===== src/rtl/fileop_pkg.sv =====
// constants for the complement / decrement / skip execution block
// Functional notes
// RULE1 - complement register, zero flag, one cycle
// RULE2 - decrement register, set zero flag
// RULE3 - decrement-and-skip leaves all flags unchanged
// RULE4 - zero result replaces next instruction idle
// RULE5 - four phases: decode, read, process, write
// RULE6 - address bits 6:0, destination bit 7
package fileop_pkg;
  // ************************************************************
  // instruction word layout
  // ************************************************************
  localparam int unsigned INSN_W = 14;
  localparam int unsigned DATA_W = 8;
  localparam int unsigned ADDR_W = 7;
  localparam int unsigned DEST_BIT = 7;
  localparam int unsigned OPC_HI = 13;
  localparam int unsigned OPC_LO = 8;
  localparam logic [5:0] OPC_COMPLEMENT = 6'h09;
  localparam logic [5:0] OPC_DECREMENT = 6'h03;
  localparam logic [5:0] OPC_DEC_SKIP = 6'h0b;
  localparam logic [7:0] RESET_W = 8'h00;
  localparam logic [7:0] ONE = 8'h01;
  localparam logic [7:0] ZERO = 8'h00;
  // ************************************************************
  // phases of one instruction cycle
  // ************************************************************
  typedef enum logic [1:0] {
    ph_decode,
    ph_read,
    ph_process,
    ph_write
  } phase_t;
endpackage : fileop_pkg


===== src/rtl/fileop_exec.sv =====
// execution of complement, decrement and decrement-skip-if-zero
`timescale 1ns/1ps
`default_nettype none
module fileop_exec (
  input wire logic mclk,
  input wire logic nrst,
  input wire logic ce,
  input wire logic [13:0] insn,
  output logic [1:0] phase,
  output logic insn_taken,
  output logic [6:0] reg_addr,
  output logic reg_rd,
  input wire logic [7:0] reg_rdata,
  output logic reg_wr,
  output logic [7:0] reg_wdata,
  output logic [7:0] w_reg,
  output logic zero_flag,
  output logic skip_active,
  output logic unknown_op
);
  // ************************************************************
  // phase sequencing
  // ************************************************************
  fileop_pkg::phase_t ph;
  logic cycle_end;

  phase_counter phase_counter_inst (
    .mclk(mclk),
    .nrst(nrst),
    .ce(ce),
    .phase(ph),
    .cycle_end(cycle_end)
  );

  // ************************************************************
  // decode
  // ************************************************************
  logic [13:0] ir_q;
  logic [7:0] data_q;
  logic [7:0] result_q;
  logic [7:0] w_q;
  logic z_q;
  logic skip_q;
  logic wr_q;
  logic [7:0] wdata_q;

  wire [5:0] opc = ir_q[fileop_pkg::OPC_HI:fileop_pkg::OPC_LO];
  wire [6:0] addr = ir_q[fileop_pkg::ADDR_W-1:0]; // RULE6
  wire dest_f = ir_q[fileop_pkg::DEST_BIT]; // RULE6
  wire is_comp = (opc == fileop_pkg::OPC_COMPLEMENT);
  wire is_dec = (opc == fileop_pkg::OPC_DECREMENT);
  wire is_dsz = (opc == fileop_pkg::OPC_DEC_SKIP);
  wire known = is_comp | is_dec | is_dsz;
  wire exec_ok = known & ~skip_q;

  // ************************************************************
  // process
  // ************************************************************
  wire [7:0] comp_val = ~data_q; // RULE1
  wire [7:0] dec_val = data_q - fileop_pkg::ONE; // RULE2 RULE3
  wire [7:0] proc_val = is_comp ? comp_val : dec_val;
  wire res_zero = (result_q == fileop_pkg::ZERO);
  wire upd_z = exec_ok & (is_comp | is_dec); // RULE1 RULE2
  wire set_skip = exec_ok & is_dsz & res_zero; // RULE4
  wire to_file = exec_ok & dest_f;
  wire to_w = exec_ok & ~dest_f;

  // ************************************************************
  // state
  // ************************************************************
  always_ff @(posedge mclk or negedge nrst) begin
    if (!nrst) begin
      ir_q <= '0;
      data_q <= '0;
      result_q <= '0;
    end else if (ce) begin
      if (ph == fileop_pkg::ph_decode) begin
        ir_q <= insn; // RULE5
      end
      if (ph == fileop_pkg::ph_read) begin
        data_q <= reg_rdata; // RULE5
      end
      if (ph == fileop_pkg::ph_process) begin
        result_q <= proc_val; // RULE5
      end
    end
  end

  // destination write in the last phase
  always_ff @(posedge mclk or negedge nrst) begin
    if (!nrst) begin
      w_q <= fileop_pkg::RESET_W;
      z_q <= 1'b0;
      skip_q <= 1'b0;
      wr_q <= 1'b0;
      wdata_q <= '0;
    end else if (ce) begin
      wr_q <= 1'b0;
      if (cycle_end) begin
        if (to_w) begin
          w_q <= result_q; // RULE1 RULE2 RULE3
        end
        if (to_file) begin
          wr_q <= 1'b1;
          wdata_q <= result_q;
        end
        if (upd_z) begin
          z_q <= res_zero; // RULE1 RULE2
        end
        // skip lasts exactly the next instruction cycle
        skip_q <= set_skip; // RULE4 RULE3
      end
    end
  end

  // ************************************************************
  // outputs
  // ************************************************************
  assign phase = ph;
  assign insn_taken = ce & (ph == fileop_pkg::ph_decode);
  assign reg_addr = addr;
  assign reg_rd = exec_ok & (ph == fileop_pkg::ph_read);
  assign reg_wr = wr_q;
  assign reg_wdata = wdata_q;
  assign w_reg = w_q;
  assign zero_flag = z_q;
  assign skip_active = skip_q;
  assign unknown_op = ~known & ~skip_q;
endmodule : fileop_exec
`default_nettype wire


===== src/rtl/phase_counter.sv =====
// four-phase sequencer of one instruction cycle
`timescale 1ns/1ps
`default_nettype none
module phase_counter (
  input wire logic mclk,
  input wire logic nrst,
  input wire logic ce,
  output var fileop_pkg::phase_t phase,
  output var logic cycle_end
);
  fileop_pkg::phase_t phase_q;
  fileop_pkg::phase_t phase_d;

  always_comb begin
    case (phase_q)
      fileop_pkg::ph_decode: phase_d = fileop_pkg::ph_read;
      fileop_pkg::ph_read: phase_d = fileop_pkg::ph_process;
      fileop_pkg::ph_process: phase_d = fileop_pkg::ph_write;
      fileop_pkg::ph_write: phase_d = fileop_pkg::ph_decode;
      default: phase_d = fileop_pkg::ph_decode;
    endcase
  end

  always_ff @(posedge mclk or negedge nrst) begin
    if (!nrst) begin
      phase_q <= fileop_pkg::ph_decode;
    end else if (ce) begin
      phase_q <= phase_d; // RULE5
    end
  end

  assign phase = phase_q;
  assign cycle_end = (phase_q == fileop_pkg::ph_write);
endmodule : phase_counter
`default_nettype wire


===== config.mk =====
export PLATFORM = sky130hd
export DESIGN_NAME = fileop_exec
export DESIGN_NICKNAME = d
export VERILOG_FILES = /design/src/rtl/fileop_pkg.sv /design/src/rtl/fileop_exec.sv /design/src/rtl/phase_counter.sv
export SDC_FILE = /design/constraint.sdc
export NUM_CORES = 1
export LEC_CHECK = 0
export BUFFER_PORTS_ARGS = -buffer_cell sky130_fd_sc_hd__buf_2
export CORE_MARGIN = 4
export CORE_UTILIZATION = 48
export DETAILED_ROUTE_END_ITERATION = 10
export GPL_ROUTABILITY_DRIVEN = 0
export PLACE_DENSITY = 0.76
export REMOVE_ABC_BUFFERS = 1
export SLEW_MARGIN = 20
export SYNTH_ARGS = -nofsm -noshare
export SYNTH_HDL_FRONTEND = slang
export SYNTH_SLANG_ARGS = --single-unit
export TNS_END_PERCENT = 1

===== constraint.sdc =====
create_clock -name mclk -period 2.1 [get_ports mclk]
set_input_delay 0.105 -clock mclk [delete_from_list [all_inputs] [get_ports mclk]]
set_output_delay 0.105 -clock mclk [all_outputs]
set_load 0.02 [all_outputs]

== Word-level counts from Yosys, hierarchy flattened ==
Index checks and enable logic that the tools add are counted.
Storage, ports and cells
  register bits: 51
  bits in latches: 0
  RAM bits: 0
  ROM bits: 0
  bits of input ports: 25
  output and inout port bits: 31
  word-level logic and storage cells: 44
  memories: 0
Operators by class
  $add $sub $neg: 1
  multiply operators: 0
  div/mod/pow operators: 0
  $lt $le $gt $ge: 0
  eq/ne operators: 6
  shifts and indexed selects: 0
  mux-type cells: 4
  bitwise operators: 15
  reduce and logical (&&, ||, !) cells: 9
Operators by type and width (number)
  == test 6 x 4 -> 1 bit, second input constant: 2
  bitwise AND 1 bit: 9
  AND reduction 3 bit: 3
  zero test 8 bit: 1
  two-way mux 8 bit: 1
  inverter 8 bit: 1
  case mux 2 bit (4 select lines): 1
  AND reduction 2 bit: 4
  subtractor 8 x 1 -> 8 bit, second input constant: 1
  == test 6 x 2 -> 1 bit, second input constant: 1
  == test 2 bit, second input constant: 2
  inverter 1 bit: 3
  == test 2 x 1 -> 1 bit, second input constant: 1
  zero test 2 bit: 1
  two-way mux 1 bit: 2
  bitwise OR 1 bit: 2

== Depth between registers and ports, before layout ==
  depth in word-level cells: 7
  gate-level depth with buffers: 7
  mapped depth without buffers: 5

== Hierarchy ==
A second synthesis with hierarchy kept.
Second synthesis, totals
  cells, all modules: 173
  area total of the unflattened synthesis: 2252.2 µm²
Modules (own cells, without submodules)
  fileop_exec: instances 1, cells an instance 162, area each 2138.3 µm², seq. area each 1226.2 µm²
  phase_counter: instances 1, cells an instance 11, area each 113.9 µm², seq. area each 50.0 µm²

== Worst setup path before layout ==
Ideal clock, no wire load.
  kind: register -> output
  start: register ir_q[10]
  end: output reg_rd
  data arrival time: 2012 ps
  required time: 1995 ps
  path slack: -17 ps
  stages on the path, launching flop included: 5
  buffers on the path: 1
  path through: dfrtp_1 nor4b_1 clkbuf_1 o21ai_0 nor3b_1
On the way
  longest elaborated chain between the ends: 5
  elaborated cells between the ends (all ways): 7
  those cells by class: 3 x eq/ne; 4 x bitwise
RTL lines
  start: declaration: line fileop_exec.sv:38  | logic [13:0] ir_q;
  start signal: assignment: line fileop_exec.sv:78  | ir_q <= insn;
  == test 6 x 4 -> 1 bit or == test 6 x 2 -> 1 bit (tied branches): line fileop_exec.sv:50, fileop_exec.sv:51
  bitwise OR 1 bit: line fileop_exec.sv:53  | wire known = is_comp | is_dec | is_dsz;
  bitwise OR 1 bit (*): line fileop_exec.sv:53
  bitwise AND 1 bit (*): line fileop_exec.sv:54  | wire exec_ok = known & ~skip_q;
  bitwise AND 1 bit (*): line fileop_exec.sv:122  | assign reg_rd = exec_ok & (ph == fileop_pkg::ph_read);
  end: declaration: line fileop_exec.sv:12  | output logic reg_rd,
Mark *: on every way between the ends. The rest lies on a longest branch, timed or not.

== Final worst setup path ==
  start: register ir_q[10]
  end: register wdata_q[5] (netlist: reg_wdata[5])
On the way
  longest elaborated chain between the ends: 6
  elaborated cells between the ends (all ways): 8
  those cells by class: 3 x eq/ne; 4 x bitwise; 1 x reduce/logical
RTL lines
  == test 6 x 4 -> 1 bit or == test 6 x 2 -> 1 bit (tied branches): line fileop_exec.sv:50, fileop_exec.sv:51
  bitwise OR 1 bit: line fileop_exec.sv:53
  bitwise OR 1 bit (*): line fileop_exec.sv:53
  bitwise AND 1 bit (*): line fileop_exec.sv:54
  bitwise AND 1 bit (*): line fileop_exec.sv:65  | wire to_file = exec_ok & dest_f;
  AND reduction 3 bit (no line) (*)
  end signal: assignment: line fileop_exec.sv:105  | wdata_q <= result_q;
  end: declaration: line fileop_exec.sv:45  | logic [7:0] wdata_q;
Marked as above.
A chain may end at the register's enable or synchronous reset.

==> metrics.txt <==
Mapped Avg Cell Area roughly 13 sq um; CTS Root Buffer Type clkbuf_8; crit start category flip-flop; WP data required 2.29 ns; WP data arrival 2.22 ns; Fmax 0.4921 GHz; delay of the slowest critical-path stage approximately 0.64 ns; Ys Warns 0; Tightest Pin Transition 0.6490 ns; DRC Markers 0; Clock Tree Buf Depth 2; Skew-Pair Late Insertion Delay 0.30 ns; final core utilization between 50 and 60%; Final Skew ~0.0088 ns; n_diodes 0; CTS resizes 0; status finished, final reports clean; fin area 2844 sq um; Worst Hold Class in -> reg; Synth cell types 34; CP max FO 9; DR WL/cell 15.01 um; flops & latches, synth 51; GRT Util Overall 16.20%; CTS Buf Count 5; post-route antenna net violation count 0; setup violators final 0; Area after DPL around 2700 sq um; P_leak 0.001443 uW; vias 1622; final net count between 200 and 300; share of layout cells above drive strength 1 45.45%; # rows 25; H-tree levels 2; Rel. slew slack 56.33%; Largest Register ir_q; global-route wire length before repair 8052 um; largest net degree at the start of global routing 27; via/cell ratio 5.249; # port buffers 55; Layout Area Growth over Synthesis 18.45%; total chip power 3880 uW; Sum Neg Setup Slack 0 ns; period utilization a little under 100%; Syn Std Cell Area ~2400 sq um; I/O pins 56; CP Cell Sequence or4b_4, or4_4, mux2_4; commonest non-fill, non-tap cell in the layout buf_2; Min Clock Period, post-route 2.032 ns; Die Y 78.73 um; Slew Limit Fails 0; unrepaired setup endpoints after global routing no; CP endpoint kind flip-flop; die area 6198 sq um; P per Cell Area approximately 1400 nW/um^2; Max IR drop VDD roughly 0.00068 V; starting density of the core 50.17%; CTS tree built; CTS Sinks 51; commonest non-fill, non-tap cells in the layout 55 x buf_2, 51 x dfrtp_1, 30 x mux2_2, 11 x nor2_1, 8 x mux2_4; total core area 4786 sq um; initial antenna violation count 0; die width 78.73 um; number of global-route vias before repair ~1600; Congestion Overflow GR 0; Post-Synthesis Cells 187; CP max stage cell or4_4; Post-CTS Setup Bufs 0; Routed WL approximately 4600 um; DPL Wire Length 3525 um; drt first pass iters 4; # fillers approximately 400; max_cap viols 0; Seq/Total Area, Yosys 53.15%; initial DRC count 89; crit path kind reg -> reg; clock-pin slew on the worst setup and hold paths 0.09 ns; Largest register FFs 14; Final Hold Fails 0
synthesized netlist by cell type (all sizes together):
library cell | number | share of area [%]
nand3b | 1 | 0.31
a41o | 1 | 0.42
mux2 | 38 | 19
a221oi | 4 | 1.5
and3 | 1 | 0.26
a22o | 4 | 1.5
o21ai | 7 | 1.5
inv | 7 | 1.1
a21o | 2 | 0.63
a221o | 6 | 2.5
a211oi | 2 | 0.63
nor2b | 2 | 0.52
nand2 | 6 | 0.94
nand3 | 7 | 1.5
o31ai | 1 | 0.31
nor3b | 1 | 0.31
buf | 9 | 2.8
or4 | 3 | 1.1
xnor2 | 1 | 0.36
ha | 6 | 3.1
or4b | 1 | 0.57
nor4 | 2 | 1.1
nor4b | 1 | 0.36
dfrtp | 51 | 53
clkbuf | 6 | 1.4
nor3 | 4 | 0.83
nor2 | 11 | 1.7
a21boi | 2 | 0.63
metal layers:
layer	global-route usage [%]	wire, um	vias up
met3	2.834	252	6
li1	-	-	782
met4	5.769	65	0
met1	22.08	2116	776
met2	26.06	2204	58
met5	0	0	-
report_power, final:
group	switching [uW]	total, uW	internal (uW)
logic	783	1500	713
clock network	297	646	349
registers	365	1740	1370
cell type report:
type	count	area, sq um	share of cell area, %
multi-input combinational	114	1005	35.33
clock inverter	1	30.03	1.056
sequential	51	1276	44.87
tap	67	83.83	2.948
clock buffer	6	72.57	2.552
inverter	7	26.28	0.9239
timing repair buffer	63	350.3	12.32
path summary, 6_finish.rpt:
kind                                       from                        to  slack (ns)  cells past startpoint
max                        ir_q[10]$_DFFE_PN0P_  reg_wdata[5]$_DFFE_PN0P_        0.07                      3
min                                    insn[13]      ir_q[13]$_DFFE_PN0P_        0.03                      2
max reg2reg                ir_q[10]$_DFFE_PN0P_  reg_wdata[5]$_DFFE_PN0P_        0.07                      3
min reg2reg                 ir_q[2]$_DFFE_PN0P_       ir_q[2]$_DFFE_PN0P_        0.51                      1
max in group asynchronous                  nrst   result_q[3]$_DFFE_PN0P_        1.21                      3
min in group asynchronous                  nrst   result_q[2]$_DFFE_PN0P_        0.35                      2
worst max-delay path, delay by kind of cell, from the launching register on:
kind / cells / cell delay, ns
and+or+nand+nor: 2 / 1.18
muxes: 1 / 0.33
DFF: 1 / 0.41
per-stage QoR:
stage,cells,hold WS (ns),setup slack [ns]
after global placement,301,0.1461,0.09290
after global routing,309,0.02608,0.001222
after floorplan,172,-0.1906,-0.4722
after CTS,309,0.02357,0.06346
after detailed placement,301,0.1506,0.08073
final,309,0.02784,0.06786
timing repair:
item,CTS,global route
hold buffers,1,0
hold endpoints to repair,25,0
setup endpoints to repair,0,0
logic make-up after synthesis:
group	count (synthesis)	share of synthesized area, %
xor gates and xnor gates	1	0.3648
adders and majority gates	6	3.127
AOI/OAI and AO/OA	29	9.483
muxes	38	19.07
DFF	51	53.15
buffers and inverters	22	5.263
and+or+nand+nor	40	9.536
(Power assumes the default switching activity.)
